[src/verilog/ccpwm_pkg.sv]
package ccpwm_pkg;
  // Register word indices (byte addresses are multiples of four: index times four)
  localparam logic [7:0] IDX_VALUE_LOW = 8'h15;
  localparam logic [7:0] IDX_VALUE_HIGH = 8'h16;
  localparam logic [7:0] IDX_UNIT_CONTROL = 8'h17;
  localparam logic [7:0] IDX_EVENT_STATUS = 8'h18;
  localparam logic [9:0] ADDR_VALUE_LOW = {IDX_VALUE_LOW, 2'b00};
  localparam logic [9:0] ADDR_VALUE_HIGH = {IDX_VALUE_HIGH, 2'b00};
  localparam logic [9:0] ADDR_UNIT_CONTROL = {IDX_UNIT_CONTROL, 2'b00};
  localparam logic [9:0] ADDR_EVENT_STATUS = {IDX_EVENT_STATUS, 2'b00};
  // Control field layout
  localparam int MODE_LSB = 0;
  localparam int DUTY_LOW_LSB = 4;
  localparam logic [7:0] CONTROL_RESET = 8'h00;
  localparam logic [7:0] CONTROL_WMASK = 8'h3F;
  // Event status layout
  localparam int EVENT_FLAG_BIT = 0;
  localparam int EVENT_IRQ_EN_BIT = 1;
  // Mode codes
  localparam logic [3:0] MODE_OFF = 4'h0;
  localparam logic [3:0] MODE_CAP_FALL = 4'h4;
  localparam logic [3:0] MODE_CAP_RISE = 4'h5;
  localparam logic [3:0] MODE_CAP_RISE4 = 4'h6;
  localparam logic [3:0] MODE_CAP_RISE16 = 4'h7;
  localparam logic [3:0] MODE_CMP_SET = 4'h8;
  localparam logic [3:0] MODE_CMP_CLR = 4'h9;
  localparam logic [3:0] MODE_CMP_SOFT = 4'hA;
  localparam logic [3:0] MODE_CMP_SPECIAL = 4'hB;
  // AXI responses
  localparam logic [1:0] RESP_OKAY = 2'b00;
  localparam logic [1:0] RESP_SLVERR = 2'b10;
endpackage

[src/verilog/ccpwm_unit.sv]
`timescale 1ns/10ps
`default_nettype none
////////////////////////////////////////////////////////////////////////////////
// Function
// - Mode zero disables unit, resets state
// - Modes 0100-0111 pick capture edge/prescale
// - 1000/1001 compare drives pin high/low, flags
// - 1010 flags match, pin untouched
// - 1011 flags, clears timer, starts conversion
// - 11xx is 10-bit PWM from period timer
// - Capture copies full 16-bit timer count
// - Capture sets flag; only software clears
// - New capture overwrites unread value
// - Edge detect watches actual pin level
// - Prescaler cleared when off/not capture/reset
// - Capture-to-capture switch keeps prescaler count
// - Compare value with timer every cycle
// - Control write of zero forces latch low
// - Special trigger clear sets no overflow flag
// - Control bits 5:4 are duty low bits
// - Control bits 7:6 read zero
// - Value register is two byte registers
// - Period end clears timer, sets pin if duty nonzero, loads
// - Pin clears when duty equals extended count
// - Duty beyond period never clears pin
// - High byte is read-only duty buffer in PWM modes
module ccpwm_unit (
  input wire logic clk_sys,
  input wire logic rst,
  input wire logic [11:0] s_axi_awaddr,
  input wire logic s_axi_awvalid,
  output logic s_axi_awready,
  input wire logic [31:0] s_axi_wdata,
  input wire logic [3:0] s_axi_wstrb,
  input wire logic s_axi_wvalid,
  output logic s_axi_wready,
  output logic [1:0] s_axi_bresp,
  output logic s_axi_bvalid,
  input wire logic s_axi_bready,
  input wire logic [11:0] s_axi_araddr,
  input wire logic s_axi_arvalid,
  output logic s_axi_arready,
  output logic [31:0] s_axi_rdata,
  output logic [1:0] s_axi_rresp,
  output logic s_axi_rvalid,
  input wire logic s_axi_rready,
  input wire logic [15:0] firstTimerCount,
  input wire logic [7:0] periodTimerCount,
  input wire logic [7:0] periodRegister,
  input wire logic [1:0] periodTimerSub,
  input wire logic periodTimerInc,
  input wire logic unitPin,
  output logic unitPinOut,
  output logic firstTimerClear,
  output logic periodTimerClear,
  output logic adcStart,
  output logic eventIrq
);

  ////////////////////////////////////////////////////////////////////////////
  // State
  logic [7:0] valueLow_r, valueLow_nxt;
  logic [7:0] valueHigh_r, valueHigh_nxt;
  logic [5:0] control_r, control_nxt;
  logic eventFlag_r, eventFlag_nxt;
  logic irqEnable_r, irqEnable_nxt;
  logic outLatch_r, outLatch_nxt;
  logic [1:0] dutyLatch_r, dutyLatch_nxt;
  logic [3:0] prescale_r, prescale_nxt;
  logic pinPrev_r, pinPrev_nxt;
  logic trigClear_r, trigClear_nxt;
  logic trigAdc_r, trigAdc_nxt;
  logic pwmClear_r, pwmClear_nxt;
  logic irqOut_r, irqOut_nxt;

  // Bus slave state
  typedef enum logic [2:0] {
    CCPWM_WR_IDLE = 3'b001,
    CCPWM_WR_RESP = 3'b010,
    CCPWM_WR_WAIT = 3'b100
  } ccpwm_wr_t;
  ccpwm_wr_t wrState_r, wrState_nxt;
  logic awHave_r, awHave_nxt;
  logic wHave_r, wHave_nxt;
  logic [11:0] awAddr_r, awAddr_nxt;
  logic [31:0] wData_r, wData_nxt;
  logic [3:0] wStrb_r, wStrb_nxt;
  logic [1:0] bResp_r, bResp_nxt;
  logic rValid_r, rValid_nxt;
  logic [31:0] rData_r, rData_nxt;
  logic [1:0] rResp_r, rResp_nxt;

  // Mode helpers; isCapture and isPwm are used in several places
  function automatic logic isCapture(input logic [3:0] m);
    isCapture = (m[3:2] == 2'b01);
  endfunction

  function automatic logic isCompare(input logic [3:0] m);
    isCompare = (m[3:2] == 2'b10);
  endfunction

  function automatic logic isPwm(input logic [3:0] m);
    isPwm = (m[3:2] == 2'b11);
  endfunction

  // Registers sit on word indices; the two byte-lane address bits are ignored
  function automatic logic hits(input logic [11:0] a, input logic [7:0] idx);
    hits = (a[11:2] == {2'b00, idx});
  endfunction

  function automatic logic isMapped(input logic [11:0] a);
    isMapped = hits(a, ccpwm_pkg::IDX_VALUE_LOW) ||
               hits(a, ccpwm_pkg::IDX_VALUE_HIGH) ||
               hits(a, ccpwm_pkg::IDX_UNIT_CONTROL) ||
               hits(a, ccpwm_pkg::IDX_EVENT_STATUS);
  endfunction

  logic [3:0] mode;
  logic wrFire;
  logic [7:0] wrByte;
  assign mode = control_r[3:0];
  // A write lands only once both halves are held, so bus order does not matter
  assign wrFire = awHave_r && wHave_r && (wrState_r == CCPWM_WR_IDLE);
  assign wrByte = wData_r[7:0];

  ////////////////////////////////////////////////////////////////////////////
  // Bus write/read channels; writes land in one cycle, reads answer next cycle
  always_comb begin
    wrState_nxt = wrState_r;
    awHave_nxt = awHave_r;
    wHave_nxt = wHave_r;
    awAddr_nxt = awAddr_r;
    wData_nxt = wData_r;
    wStrb_nxt = wStrb_r;
    bResp_nxt = bResp_r;
    rValid_nxt = rValid_r;
    rData_nxt = rData_r;
    rResp_nxt = rResp_r;
    // Address and data taken in either order
    if (s_axi_awvalid && !awHave_r) begin
      awHave_nxt = 1'b1;
      awAddr_nxt = s_axi_awaddr;
    end
    if (s_axi_wvalid && !wHave_r) begin
      wHave_nxt = 1'b1;
      wData_nxt = s_axi_wdata;
      wStrb_nxt = s_axi_wstrb;
    end
    case (wrState_r)
      CCPWM_WR_IDLE: begin
        if (wrFire) begin
          bResp_nxt = isMapped(awAddr_r) ? ccpwm_pkg::RESP_OKAY : ccpwm_pkg::RESP_SLVERR;
          wrState_nxt = CCPWM_WR_RESP;
        end
      end
      CCPWM_WR_RESP: begin
        if (s_axi_bready) begin
          awHave_nxt = 1'b0;
          wHave_nxt = 1'b0;
          wrState_nxt = CCPWM_WR_WAIT;
        end
      end
      CCPWM_WR_WAIT: wrState_nxt = CCPWM_WR_IDLE;
      default: wrState_nxt = CCPWM_WR_IDLE;
    endcase
    // Read channel: one at a time
    if (rValid_r) begin
      if (s_axi_rready) begin
        rValid_nxt = 1'b0;
      end
    end else if (s_axi_arvalid) begin
      rValid_nxt = 1'b1;
      rResp_nxt = isMapped(s_axi_araddr) ? ccpwm_pkg::RESP_OKAY : ccpwm_pkg::RESP_SLVERR;
      // Unmapped reads return zero together with the error response
      rData_nxt = 32'h0000_0000;
      if (hits(s_axi_araddr, ccpwm_pkg::IDX_VALUE_LOW)) begin
        rData_nxt = {24'h000000, valueLow_r};
      end else if (hits(s_axi_araddr, ccpwm_pkg::IDX_VALUE_HIGH)) begin
        rData_nxt = {24'h000000, valueHigh_r};
      end else if (hits(s_axi_araddr, ccpwm_pkg::IDX_UNIT_CONTROL)) begin
        rData_nxt = {26'h0000000, control_r};
      end else if (hits(s_axi_araddr, ccpwm_pkg::IDX_EVENT_STATUS)) begin
        rData_nxt = {30'h00000000, irqEnable_r, eventFlag_r};
      end
    end
  end

  ////////////////////////////////////////////////////////////////////////////
  // Unit behaviour: capture, compare, PWM and register writes
  logic pinRise, pinFall, capEvent, match, pwmPeriodEnd;
  logic [9:0] dutyActive;
  logic [9:0] pwmCountNext;
  assign pinRise = unitPin && !pinPrev_r;
  assign pinFall = !unitPin && pinPrev_r;
  assign match = (firstTimerCount == {valueHigh_r, valueLow_r});
  assign pwmPeriodEnd = periodTimerInc && (periodTimerCount == periodRegister);
  assign dutyActive = {valueHigh_r, dutyLatch_r};
  // The pin latch is registered, so the clear is decided against the count that
  // the next edge brings; otherwise every pulse would run one sub-tick long.
  // Limitation: this assumes the sub-count advances on every clock.
  assign pwmCountNext = {periodTimerCount, periodTimerSub} + 10'h001;

  always_comb begin
    valueLow_nxt = valueLow_r;
    valueHigh_nxt = valueHigh_r;
    control_nxt = control_r;
    eventFlag_nxt = eventFlag_r;
    irqEnable_nxt = irqEnable_r;
    outLatch_nxt = outLatch_r;
    dutyLatch_nxt = dutyLatch_r;
    prescale_nxt = prescale_r;
    pinPrev_nxt = unitPin;
    trigClear_nxt = 1'b0;
    trigAdc_nxt = 1'b0;
    pwmClear_nxt = 1'b0;
    capEvent = 1'b0;
    // Software writes first so hardware events later in the process win
    if (wrFire && wStrb_r[0]) begin
      if (hits(awAddr_r, ccpwm_pkg::IDX_VALUE_LOW)) begin
        valueLow_nxt = wrByte;
      end else if (hits(awAddr_r, ccpwm_pkg::IDX_VALUE_HIGH) && !isPwm(mode)) begin
        valueHigh_nxt = wrByte;
      end else if (hits(awAddr_r, ccpwm_pkg::IDX_UNIT_CONTROL)) begin
        control_nxt = wrByte[5:0] & ccpwm_pkg::CONTROL_WMASK[5:0];
        // Direct switch between capture settings keeps the count
        if (!(isCapture(wrByte[3:0]) && isCapture(mode))) begin
          prescale_nxt = 4'h0;
        end
        if (wrByte[5:0] == 6'h00) begin
          outLatch_nxt = 1'b0;
        end
      end else if (hits(awAddr_r, ccpwm_pkg::IDX_EVENT_STATUS)) begin
        if (!wrByte[ccpwm_pkg::EVENT_FLAG_BIT]) begin
          eventFlag_nxt = 1'b0;
        end
        irqEnable_nxt = wrByte[ccpwm_pkg::EVENT_IRQ_EN_BIT];
      end
    end
    // Mode actions follow the mode held before this cycle's control write
    case (mode)
      ccpwm_pkg::MODE_CAP_FALL: capEvent = pinFall;
      ccpwm_pkg::MODE_CAP_RISE: capEvent = pinRise;
      ccpwm_pkg::MODE_CAP_RISE4, ccpwm_pkg::MODE_CAP_RISE16: begin
        if (pinRise) begin
          // Count rises; fire on the 4th or 16th
          if ((mode == ccpwm_pkg::MODE_CAP_RISE4 && prescale_r[1:0] == 2'b11) ||
              (mode == ccpwm_pkg::MODE_CAP_RISE16 && prescale_r == 4'hF)) begin
            capEvent = 1'b1;
            prescale_nxt = 4'h0;
          end else begin
            prescale_nxt = prescale_r + 4'h1;
          end
        end
      end
      ccpwm_pkg::MODE_CMP_SET, ccpwm_pkg::MODE_CMP_CLR, ccpwm_pkg::MODE_CMP_SOFT,
      ccpwm_pkg::MODE_CMP_SPECIAL: begin
        if (match) begin
          eventFlag_nxt = 1'b1;
          if (mode == ccpwm_pkg::MODE_CMP_SET) outLatch_nxt = 1'b1;
          if (mode == ccpwm_pkg::MODE_CMP_CLR) outLatch_nxt = 1'b0;
          if (mode == ccpwm_pkg::MODE_CMP_SPECIAL) begin
            // Clear pulse only; the timer's overflow flag is not touched
            trigClear_nxt = 1'b1;
            trigAdc_nxt = 1'b1;
          end
        end
      end
      default: begin
        if (isPwm(mode)) begin
          if (pwmPeriodEnd) begin
            pwmClear_nxt = 1'b1;
            valueHigh_nxt = valueLow_r;
            dutyLatch_nxt = control_r[5:4];
            outLatch_nxt = ({valueLow_r, control_r[5:4]} != 10'h000);
          end else if (dutyActive == pwmCountNext) begin
            // Duty above period never meets the count, so pin stays high
            outLatch_nxt = 1'b0;
          end
        end
      end
    endcase
    if (capEvent) begin
      valueHigh_nxt = firstTimerCount[15:8];
      valueLow_nxt = firstTimerCount[7:0];
      eventFlag_nxt = 1'b1;
    end
    // Off, reserved codes or non-capture modes hold the prescaler clear
    if (!isCapture(control_nxt[3:0])) begin
      prescale_nxt = 4'h0;
    end
    if (control_nxt[3:0] == ccpwm_pkg::MODE_OFF) begin
      outLatch_nxt = 1'b0;
      dutyLatch_nxt = 2'b00;
    end
    irqOut_nxt = eventFlag_nxt && irqEnable_nxt;
  end

  ////////////////////////////////////////////////////////////////////////////
  // Registers
  always_ff @(posedge clk_sys or posedge rst) begin
    if (rst) begin
      valueLow_r <= 8'h00;
      valueHigh_r <= 8'h00;
      control_r <= ccpwm_pkg::CONTROL_RESET[5:0];
      eventFlag_r <= 1'b0;
      irqEnable_r <= 1'b0;
      outLatch_r <= 1'b0;
      dutyLatch_r <= 2'b00;
      prescale_r <= 4'h0;
      pinPrev_r <= 1'b0;
      trigClear_r <= 1'b0;
      trigAdc_r <= 1'b0;
      pwmClear_r <= 1'b0;
      irqOut_r <= 1'b0;
      wrState_r <= CCPWM_WR_IDLE;
      awHave_r <= 1'b0;
      wHave_r <= 1'b0;
      awAddr_r <= 12'h000;
      wData_r <= 32'h0000_0000;
      wStrb_r <= 4'h0;
      bResp_r <= 2'b00;
      rValid_r <= 1'b0;
      rData_r <= 32'h0000_0000;
      rResp_r <= 2'b00;
    end else begin
      valueLow_r <= valueLow_nxt;
      valueHigh_r <= valueHigh_nxt;
      control_r <= control_nxt;
      eventFlag_r <= eventFlag_nxt;
      irqEnable_r <= irqEnable_nxt;
      outLatch_r <= outLatch_nxt;
      dutyLatch_r <= dutyLatch_nxt;
      prescale_r <= prescale_nxt;
      pinPrev_r <= pinPrev_nxt;
      trigClear_r <= trigClear_nxt;
      trigAdc_r <= trigAdc_nxt;
      pwmClear_r <= pwmClear_nxt;
      irqOut_r <= irqOut_nxt;
      wrState_r <= wrState_nxt;
      awHave_r <= awHave_nxt;
      wHave_r <= wHave_nxt;
      awAddr_r <= awAddr_nxt;
      wData_r <= wData_nxt;
      wStrb_r <= wStrb_nxt;
      bResp_r <= bResp_nxt;
      rValid_r <= rValid_nxt;
      rData_r <= rData_nxt;
      rResp_r <= rResp_nxt;
    end
  end

  // Outputs straight from flip-flops
  assign s_axi_awready = !awHave_r;
  assign s_axi_wready = !wHave_r;
  assign s_axi_bvalid = (wrState_r == CCPWM_WR_RESP);
  assign s_axi_bresp = bResp_r;
  assign s_axi_arready = !rValid_r;
  assign s_axi_rvalid = rValid_r;
  assign s_axi_rdata = rData_r;
  assign s_axi_rresp = rResp_r;
  assign unitPinOut = outLatch_r;
  assign firstTimerClear = trigClear_r;
  assign periodTimerClear = pwmClear_r;
  assign adcStart = trigAdc_r;
  assign eventIrq = irqOut_r;

endmodule
`default_nettype wire

[config.mk]
export PLATFORM = sky130hd
export DESIGN_NAME = ccpwm_unit
export DESIGN_NICKNAME = d
export VERILOG_FILES = /design/src/verilog/ccpwm_pkg.sv /design/src/verilog/ccpwm_unit.sv
export SDC_FILE = /design/constraint.sdc
export NUM_CORES = 1
export LEC_CHECK = 0
export BUFFER_PORTS_ARGS = -buffer_cell sky130_fd_sc_hd__buf_2
export CELL_PAD_IN_SITES_DETAIL_PLACEMENT = 1
export CELL_PAD_IN_SITES_GLOBAL_PLACEMENT = 1
export CORE_UTILIZATION = 37
export DETAILED_ROUTE_END_ITERATION = 12
export GPL_TIMING_DRIVEN = 0
export PLACE_DENSITY_LB_ADDON = 0.1
export SLEW_MARGIN = 0
export SYNTH_ARGS = -nofsm -noshare
export SYNTH_HDL_FRONTEND = slang
export SYNTH_SLANG_ARGS = --single-unit
[constraint.sdc]
create_clock -name clk_sys -period 2.9 [get_ports clk_sys]
set_clock_uncertainty 0.2 [all_clocks]
set_input_delay 0.29 -clock clk_sys [delete_from_list [all_inputs] [get_ports clk_sys]]
set_output_delay 0.29 -clock clk_sys [all_outputs]
set_load 0.005 [all_outputs]
# Word level (Yosys, flattened, before mapping)
# Index checks and enable logic that the tools add are counted.
[totals]
n_memories = 0
rom_bits = 0
reg_bits = 98
ram_bits = 0
latchBits = 0
in_bits = 103
[op_classes]
addsub = 2
n_mul = 0
bitwise_logic = 3
magnitude_cmp = 0
n_div = 0
muxes = 81
n_eq_ne = 30
shifts = 0
n_reduce_logical = 43
[op_table]
columns = ["op", "count"]
rows = [
  ["8-bit 2-to-1 mux", 12],
  ["10-bit by 5-bit equality test with 1-bit output (second input constant)", 8],
  ["4-bit 2-to-1 mux", 13],
  ["1-bit 2-to-1 mux", 43],
  ["4-bit equality test (second input constant)", 5],
  ["16-bit equality test", 1],
  ["4-bit by 3-bit equality test with 1-bit output (second input constant)", 4],
  ["2-bit 2-to-1 mux", 7],
  ["1-bit logical AND", 13],
  ["10-bit by 1-bit adder with 10-bit output (second input constant)", 1],
  ["10-bit equality test", 1],
  ["10-bit nonzero test", 1],
  ["8-bit equality test", 1],
  ["2-bit AND reduction", 4],
  ["2-bit nonzero test", 4],
  ["4-bit OR reduction", 2],
  ["8-bit OR reduction", 1],
  ["1-bit logical OR", 7],
  ["2-bit by 1-bit equality test with 1-bit output (second input constant)", 3],
  ["1-bit zero test", 6],
  ["6-bit zero test", 1],
  ["3-bit 2-to-1 mux", 2],
  ["6-bit 2-to-1 mux", 1],
  ["3-bit one-hot mux with 2 select lines", 1],
  ["13 further kinds", 17],
]

# Depth between registers and ports, before layout
# Gate-level depths: netlist of run 1.
[logic_depth]
ltp_word = 11
ltp_mapped = 8
ltp_nobuf = 7

# Worst setup path before layout of run 1
# No wires, ideal clock.
[synth_timing]
path_kind = "reg-to-reg"
startpoint = "reg awAddr_r[7]"
endpoint = "reg outLatch_r (netlist: unitPinOut)"
arrival_time_ns = 2.088
synth_period_minus_slack_ns = 2.366
path_buffers = 1
stages_incl_launch_ff = 8
setup_slack_ns = 0.534
path_cell_list = "dfrtp_1 > or4b_1 > nor3_2 > and4_2 > buf_4 > mux2_2 > a31o_2 > a21oi_1"
[synth_via]
elab_chain_len = 10
word_cells_on_any_way = 21
classes_between = "eq/ne (3); mux (16); reduce/logical (2)"
[synth_lines]
columns = ["item", "line", "source"]
rows = [
  ["from (decl)", "ccpwm_unit.sv:85", "logic [11:0] awAddr_r, awAddr_nxt;"],
  ["from (signal assigned)", "ccpwm_unit.sv:342", "awAddr_r <= awAddr_nxt;"],
  ["10-bit by 5-bit equality test with 1-bit output", "ccpwm_unit.sv:108", "hits = (a[11:2] == {2'b00, idx});"],
  ["1-bit 2-to-1 mux or 1-bit logical AND (tied branches)", "ccpwm_unit.sv:223, ccpwm_unit.sv:221", ""],
  ["1-bit 2-to-1 mux", "ccpwm_unit.sv:221", "end else if (hits(awAddr_r, ccpwm_pkg::IDX_VALUE_HIGH) && !isPwm(mode)) begin"],
  ["1-bit 2-to-1 mux", "ccpwm_unit.sv:219", "if (hits(awAddr_r, ccpwm_pkg::IDX_VALUE_LOW)) begin"],
  ["1-bit 2-to-1 mux", "ccpwm_unit.sv:218", "if (wrFire && wStrb_r[0]) begin"],
  ["1-bit 2-to-1 mux, on equally long branches", "ccpwm_unit.sv:275, ccpwm_unit.sv:259", ""],
  ["1-bit 2-to-1 mux, on equally long branches", "ccpwm_unit.sv:270, ccpwm_unit.sv:260", ""],
  ["1-bit 2-to-1 mux, on equally long branches", "ccpwm_unit.sv:269, ccpwm_unit.sv:257", ""],
  ["1-bit one-hot mux with 2 select lines", "ccpwm_unit.sv:240", "case (mode)"],
  ["1-bit 2-to-1 mux *", "ccpwm_unit.sv:291", "if (control_nxt[3:0] == ccpwm_pkg::MODE_OFF) begin"],
  ["named net outLatch_nxt", "ccpwm_unit.sv:67", "logic outLatch_r, outLatch_nxt;"],
  ["to (signal assigned)", "ccpwm_unit.sv:331", "outLatch_r <= outLatch_nxt;"],
  ["to (decl)", "ccpwm_unit.sv:67", ""],
]
# The timed path passes the listed nets; every way through them passes the cells marked *.
# A chain may end at the register's enable or synchronous reset.

# Worst setup path in the final report of run 1
[layout_timing]
startpoint = "reg control_r[2]"
endpoint = "reg valueHigh_r[2]"
[layout_via]
elab_chain_len = 10
word_cells_on_any_way = 26
classes_between = "eq/ne (9); mux (10); reduce/logical (7)"
[layout_lines]
columns = ["item", "line", "source"]
rows = [
  ["from (decl)", "ccpwm_unit.sv:64", "logic [5:0] control_r, control_nxt;"],
  ["from (signal assigned)", "ccpwm_unit.sv:304", "control_r <= ccpwm_pkg::CONTROL_RESET[5:0];"],
  ["from (signal assigned)", "ccpwm_unit.sv:328", "control_r <= control_nxt;"],
  ["2-bit equality test", "ccpwm_unit.sv:103", "isPwm = (m[3:2] == 2'b11);"],
  ["1-bit zero test", "ccpwm_unit.sv:221", ""],
  ["1-bit logical AND", "ccpwm_unit.sv:221", ""],
  ["8-bit 2-to-1 mux", "ccpwm_unit.sv:221", ""],
  ["8-bit 2-to-1 mux", "ccpwm_unit.sv:219", ""],
  ["8-bit 2-to-1 mux", "ccpwm_unit.sv:218", ""],
  ["8-bit 2-to-1 mux", "ccpwm_unit.sv:270", "if (pwmPeriodEnd) begin"],
  ["8-bit 2-to-1 mux", "ccpwm_unit.sv:269", "if (isPwm(mode)) begin"],
  ["8-bit 2-to-1 mux", "ccpwm_unit.sv:240", ""],
  ["8-bit 2-to-1 mux *", "ccpwm_unit.sv:282", "if (capEvent) begin"],
  ["named net valueHigh_nxt[2]", "ccpwm_unit.sv:63", "logic [7:0] valueHigh_r, valueHigh_nxt;"],
  ["to (signal assigned)", "ccpwm_unit.sv:327", "valueHigh_r <= valueHigh_nxt;"],
  ["to (decl)", "ccpwm_unit.sv:63", ""],
]
# Marks and branches as above.

==> metrics.md, run 1 <==
| Metric | Value |
|---|---|
| Status | finished, final reports clean |
| Area contributors post-synth | dfrtp_1 (42%), mux2_2 (6.9%), xnor2_1 (6.6%), buf_4 (5.1%), mux2i_1 (4.6%) |
| Die area | 0.0115 sq mm |
| EDFF count, synth | 0 |
| LEAKAGE | about 0.0024 uW |
| Netlist cell types | 62 |
| DR iter-0 viols | around 140 |
| Critical path, cell by cell | nor2b_1, clkbuf_4, nand4_1, a21oi_1, o21ai_1, and2_1, clkbuf_1, a21oi_1 |
| Post-CTS setup buffers | 0 |
| Part of the Yosys area used for sequential elements | 42.7% |
| Top cell type's share of synthesized area | 42.1% |
| Most frequent cell after synthesis | dfrtp_1 |
| # IOs | 149 |
| DR WL/cell | approximately 16 um |
| Sequential cell area | 0.00175 sq mm |
| Slew HR | a little under half |
| CTS tree | done |
| Top FF cell, synth | dfrtp_1 |
| Share of layout cells above drive strength 1 | 31.1% |
| First drt pass iteration count | 4 |
| Max-cap violations | 0 |
| Crit path largest cell delay | 0.58 ns |
| Post-synth top cells | dfrtp_1 (69), xnor2_1 (31), nand2_1 (30) |
| Post-DP HPWL | 8770 um |
| Ys async rst share | 100% |
| Hold WC Path Type | input port to flop |
| Yosys reg bits | 70 |
| DRC viols | 0 |
| Post-DRT Antenna Nets | 0 |
| Die Wd | 107 um |
| Nets@finish | roughly 670 |
| Die extent in y | 107 um |
| CTS H-tree depth | 3 |
| Cts bufs inserted | 9 |
| Global Route Usage Sum | 21.8% |
| Core area | 0.0108 sq mm |
| CP bufs+invs | 2 |
| Post-synth top area cell | dfrtp_1 |
| Post-DR vias/cell | ~5 |
| Clk buf depth | 2 |
| Multi-input gate area | 0.00211 sq mm |
| Vias | 3,611 |
| Slew Viols, Final | 0 |
| Worst setup EP type | flop |
| GP Congestion | 0.845 |
| Cell area power density | 553 mW/mm^2 |
| Netlist Area Pre-Place | slightly above 0.004 sq mm |
| Largest net degree at the start of global routing | 57 |
| Final setup vio count | 0 |
| Cell family with most CP delay | compound AO/OA/AOI/OAI gates |
| Hold Fails Final Rpt | 0 |
| Layout fillers | roughly 1,300 |
| Port Buffer Count | 90 |
| Hold WS | 0.0435 ns |
| Fmax | 0.385 GHz |
| N_diodes | 0 |
| Peak supply drop | ~320 uV |
| Core Rows | 38 |
| Max FO, Critical Path | 9 |
| Vias in the first global route | 3,738 |
| CP Launch Type | flop |
| First-pass GRT wire length | about 19,000 um |
| Root Buffer | clkbuf_8 |
| Critical path required time | 2.91 ns |
| RSZ-0062 raised after global routing | false |
| Clock sinks | 70 |
| Initial core utilization | 37.9% |
| Crit Path Class | flop to flop |
| CP max-delay cell | o21ai_1 |
| Clock Pin Slew Worst Setup and Hold Paths | 0.08 ns |
| Area grow syn2layout | 30.7% |
| Worst-Margin Slew | between 0.7 and 0.8 ns |
| Final non-filler cell area | about 0.0054 sq mm |
| Cells after Synth | between 400 and 500 |
| Post-synthesis area per instance | approximately 10 sq um |
| Global route overflow | 0 |
| Initial antenna violation count | 0 |
| Clk_lat worst skew | ~0.35 ns |
| Final Cycle Share | 89.5% |
| Ys Warns | 0 |
| Worst Path Arrival | 2.61 ns |
| WL final | 11,700 um |
| Worst path most repeated cell | a21oi_1 |
| DP Area | between 0.004 and 0.005 sq mm |
| Tmin final | 2.60 ns |
==> cell families after synthesis <==
| kind of cell | count (synthesis) | share of synthesized area [%] |
|---|---|---|
| compound gates | 81 | 12.8 |
| xor+xnor | 37 | 7.90 |
| fa+ha+maj | 2 | 0.610 |
| buf+inv | 55 | 8.05 |
| flops | 70 | 42.7 |
| mux | 44 | 11.5 |
| other cells | 1 | 0.0914 |
| simple gates | 118 | 16.3 |
==> power by group <==
group          internal, uW  switching (uW)
Combinational           421             325
Sequential             1200             283
Clock                   321             416
==> layout make-up <==
type / instances / share of cell area (%)
Tap cell: 140 / 3.27
Inverter: 16 / 1.17
Multi-Input combinational cell: 308 / 39.4
Sequential cell: 70 / 32.7
Buffer: 39 / 5.04
Timing Repair Buffer: 124 / 15.1
Clock inverter: 7 / 1.05
Clock buffer: 9 / 2.31
==> registers in the layout (all words and copies together), names as in the netlist <==
name              flops
wrState_r             3
unitPinOut            1
eventIrq              1
awHave_r              1
irqEnable_r           1
s_axi_rvalid          1
s_axi_rdata           8
control_r             6
periodTimerClear      1
valueLow_r            8
s_axi_rresp           1
wData_r               8
dutyLatch_r           2
eventFlag_r           1
prescale_r            4
adcStart              1
awAddr_r             10
valueHigh_r           8
pinPrev_r             1
s_axi_bresp           1
wHave_r               1
wStrb_r               1
==> per-layer routing <==
metal  track usage [%]  vias up  part of all wire (%)
li1                  -     1733                     -
met1              26.6     1755                    42
met2              39.2      105                    52
met3              2.91       18                   4.7
met4              7.73        0                   1.7
met5                 0        -                     0
==> per-stage QoR <==
stage	std cells	util [%]	TNS, ns	total power, uW	worst slack (ns)
after floorplan	433	-	0	1910	0.534
after global placement	663	44.5	-27.38	2170	-0.400
after detailed placement	664	44.8	0	2220	0.324
after CTS	713	49.5	0	3000	0.308
after global routing	713	49.5	0	3170	0.0966
final	713	49.5	0	2970	0.304
==> layout by cell type (no fill, tap or decap), drive strengths merged, types with 2 or more instances in the layout <==
cell type | synthesis | routed
a22oi | 2 | 2
conb | 1 | 26
nand3b | 2 | 2
nor4b | 6 | 6
o21ai | 29 | 29
a222oi | 3 | 3
mux2i | 19 | 19
and2 | 4 | 4
o211a | 2 | 2
nand4 | 10 | 10
mux2 | 25 | 25
a21oi | 17 | 17
nor3 | 8 | 8
nand2 | 30 | 30
nor2b | 6 | 6
and3 | 4 | 4
nand4b | 2 | 2
nand2b | 9 | 9
o22ai | 8 | 8
xnor2 | 31 | 31
a31oi | 3 | 3
clkinv | 0 | 3
xor2 | 6 | 6
ha | 2 | 2
inv | 16 | 19
a32oi | 2 | 2
and4b | 2 | 2
nand3 | 8 | 8
clkbuf | 9 | 18
nor2 | 17 | 17
dfrtp | 69 | 69
nor4 | 4 | 4
dlygate4sd3 | 0 | 33
buf | 30 | 121
o2bb2ai | 2 | 2
==> worst min-delay path, cell delays in order <==
cell	delay (ns)
buf_2	0.12
o22ai_1	0.10
a21oi_1	0.05
==> final timing paths <==
| check | cells past startpoint | start | to | slack, ns |
|---|---|---|---|---|
| setup / recovery | 8 | control_r[2] | valueHigh_r[2] | 0.30 |
| hold / removal | 3 | firstTimerCount[15] | valueHigh_r[7] | 0.04 |
| setup reg to reg | 8 | control_r[2] | valueHigh_r[2] | 0.30 |
| hold reg to reg | 2 | s_axi_rdata[6] | s_axi_rdata[6] | 0.28 |
| max in group asynchronous | 4 | rst | wrState_r[0] | 1.70 |
| min in group asynchronous | 3 | rst | s_axi_rdata[1] | 0.22 |
==> timing repair <==
action / CTS / global route
hold buffers: 33 / 0
gates resized for setup: 0 / 0
setup endpoints to repair: 0 / 0
endpoints found under the hold margin: 101 / 0
Power figures use the tool's default switching activity.
==> run 2, diff against run 1 <==
--- a/config.mk
+++ b/config.mk
@@ -8,6 +8,7 @@
 export BUFFER_PORTS_ARGS = -buffer_cell sky130_fd_sc_hd__buf_2
 export CELL_PAD_IN_SITES_DETAIL_PLACEMENT = 1
 export CELL_PAD_IN_SITES_GLOBAL_PLACEMENT = 1
+export CORE_ASPECT_RATIO = 0.9
 export CORE_UTILIZATION = 37
 export DETAILED_ROUTE_END_ITERATION = 12
 export GPL_TIMING_DRIVEN = 0
==> metrics.md, run 2 (same netlist as run 1, synthesis figures left out) <==
| Metric | Value |
|---|---|
| DRC viols | 0 (unchanged) |
| GP Congestion | 0.824 (was 0.845) |
| Max FO, Critical Path | 9 (unchanged) |
| Cts bufs inserted | 9 (unchanged) |
| Post-CTS setup buffers | 0 (unchanged) |
| Dpl ws | 0.228 ns (was 0.324 ns) |
| Vias | 3,594 (was 3,611) |
| Post-DRT Antenna Nets | 0 (unchanged) |
| Slew Viols, Final | 0 (unchanged) |
| Peak supply drop | 512 uV (was 319 uV) |
| Clk buf depth | 2 (unchanged) |
| Clk_lat worst skew | 0.34 ns (was 0.35 ns) |
| Port Buffer Count | 90 (unchanged) |
| Fmax | 0.360 GHz (was 0.385 GHz) |
| Die area | 0.0115 sq mm (about the same) |
| CP Launch Type | flop (unchanged) |
| Worst-Margin Slew | 0.828 ns (was 0.771 ns) |
| Final setup vio count | 0 (unchanged) |
| WL final | 11,800 um (was 11,700 um) |
| DR iter-0 viols | 163 (was 144) |
| Post-DR vias/cell | 5.15 (was 5.06) |
| Setup crit start | control_r[0] (was control_r[2]) |
| Critical path required time | 2.89 ns (was 2.91 ns) |
| Initial core utilization | 38.0% (was 37.9%) |
| Hold WC Path Type | input port to flop (unchanged) |
| Global Route Usage Sum | 21.4% (was 21.8%) |
| Core area | 0.0108 sq mm (about the same) |
| First-pass GRT wire length | 18,700 um (was 19,000 um) |
| Nets@finish | 665 (was 673) |
| Hold Fails Final Rpt | 0 (unchanged) |
| Slew HR | 44.0% (was 47.9%) |
| TNS Setup | 0 ns (unchanged) |
| CTS tree | done (unchanged) |
| Layout fillers | 1,271 (was 1,278) |
| Hold buffers post-CTS | 25 (was 33) |
| Vias in the first global route | 3,618 (was 3,738) |
| Max-cap violations | 0 (unchanged) |
| Core Rows | 36 (was 38) |
| Post-CTS Resized | 0 (unchanged) |
| Status | finished, final reports clean (unchanged) |
| Area grow syn2layout | 32.0% (was 30.7%) |
| Crit Path Class | flop to flop (unchanged) |
| Hold Crit Start | s_axi_awvalid (was firstTimerCount[15]) |
| N_diodes | 0 (unchanged) |
| Clock sinks | 70 (unchanged) |
| Leading cell type in the layout, fill and taps excluded | buf_2 (unchanged) |
| Root Buffer | clkbuf_16 (was clkbuf_8) |
| Most flops, register | awAddr_r (unchanged) |
| CTS H-tree depth | 3 (unchanged) |
| PnR worst setup slack | 0.126 ns (was 0.304 ns) |
| DR WL/cell | 16.8 um (was 16.3 um) |
| Sequential cell area | 0.00175 sq mm (unchanged) |
| Worst setup EP type | flop (unchanged) |
| FF-to-FF Start | control_r[0] (was control_r[2]) |
| Max reg flops | 10 (unchanged) |
| Multi-input gate area | 0.00211 sq mm (unchanged) |
| Clock Pin Slew Worst Setup and Hold Paths | 0.06 ns (was 0.08 ns) |
| Global route overflow | 0 (unchanged) |
| Most frequent cells in the layout | buf_2 (90), dfrtp_1 (69), xnor2_1 (31) (was buf_2 (90), dfrtp_1 (69), dlygate4sd3_1 (33)) |
| LEAKAGE | 0.00242 uW (was 0.00240 uW) |
| Share of layout cells above drive strength 1 | 31.3% (was 31.1%) |
| Post-DP HPWL | 8770 um (about the same) |
| Initial antenna violation count | 0 (unchanged) |
| Cell area power density | 630 mW/mm^2 (was 553 mW/mm^2) |
| Hold WS | 0.00241 ns (was 0.0435 ns) |
| Tmin final | 2.77 ns (was 2.60 ns) |
| Largest net degree at the start of global routing | 71 (was 57) |
| Die extent in y | 102 um (was 107 um) |
| # IOs | 149 (unchanged) |
| RSZ-0062 raised after global routing | false (unchanged) |
| Final Cycle Share | 95.7% (was 89.5%) |
| Die Wd | 113 um (was 107 um) |
| First drt pass iteration count | 7 (was 4) |
| Worst Path Arrival | 2.77 ns (was 2.61 ns) |
## run 2: cell count changes in the layout (fill, tap and decap cells not counted), moves of 2 or more
cell,delta
clkbuf_16,+9
clkinv_4,-2
dlygate4sd3_1,-8
clkbuf_8,-9
bufinv_16,+2
## run 2: layout make-up
class | count | area share (%)
buffer | 39 | 4.99
clock buffer | 10 | 4.23
clock inverter | 6 | 1.71
inverter | 16 | 1.16
multi-input combinational | 308 | 39.0
sequential | 70 | 32.4
tap | 133 | 3.07
timing repair buffer | 116 | 13.4
## run 2: worst paths after layout
check	endpoint	slack, ns	cells past startpoint
worst max-delay path	valueHigh_r[3]	0.13	7
worst min register to register	s_axi_rresp[1]	0.27	2
worst min-delay path	awHave_r	0.002	3
worst max register to register	valueHigh_r[3]	0.13	7
min in group asynchronous	s_axi_rvalid	0.36	4
max in group asynchronous	wrState_r[0]	1.80	4
## run 2: worst max-delay path, stage by stage (launching register included)
cell	delay [ns]
dfrtp_1	0.55
a21bo_2	0.26
nand4_1	0.09
a21oi_1	0.09
o21ai_1	0.66
and2_1	0.23
clkbuf_1	0.41
a21oi_1	0.14
## run 2: routing by layer
metal  global-route usage [%]  share of wire (%)  vias up
met3                     4.27                4.4       12
met2                     37.7                 50       82
met4                     6.17                1.1        0
met1                     27.0                 45     1786
met5                        0                  0        -
li1                         -                  -     1714
## run 2: stage by stage
step | cells | power, uW | utilization (%) | cell area (sq um)
global route | 698 | 3600 | 50.1 | 5420
CTS | 698 | 3440 | 50.1 | 5420
floorplan | 433 | 1910 | - | 4200
global placement | 656 | 2160 | 44.5 | 4810
detailed placement | 657 | 2210 | 44.8 | 4840
finish | 698 | 3410 | 50.1 | 5420
## run 2: power breakdown
| group | internal, uW | switching (uW) | total [uW] | leakage (uW) |
|---|---|---|---|---|
| registers | 1200 | 275 | 1480 | 0.000827 |
| logic | 414 | 322 | 736 | 0.00144 |
| clock network | 759 | 436 | 1190 | 0.000150 |
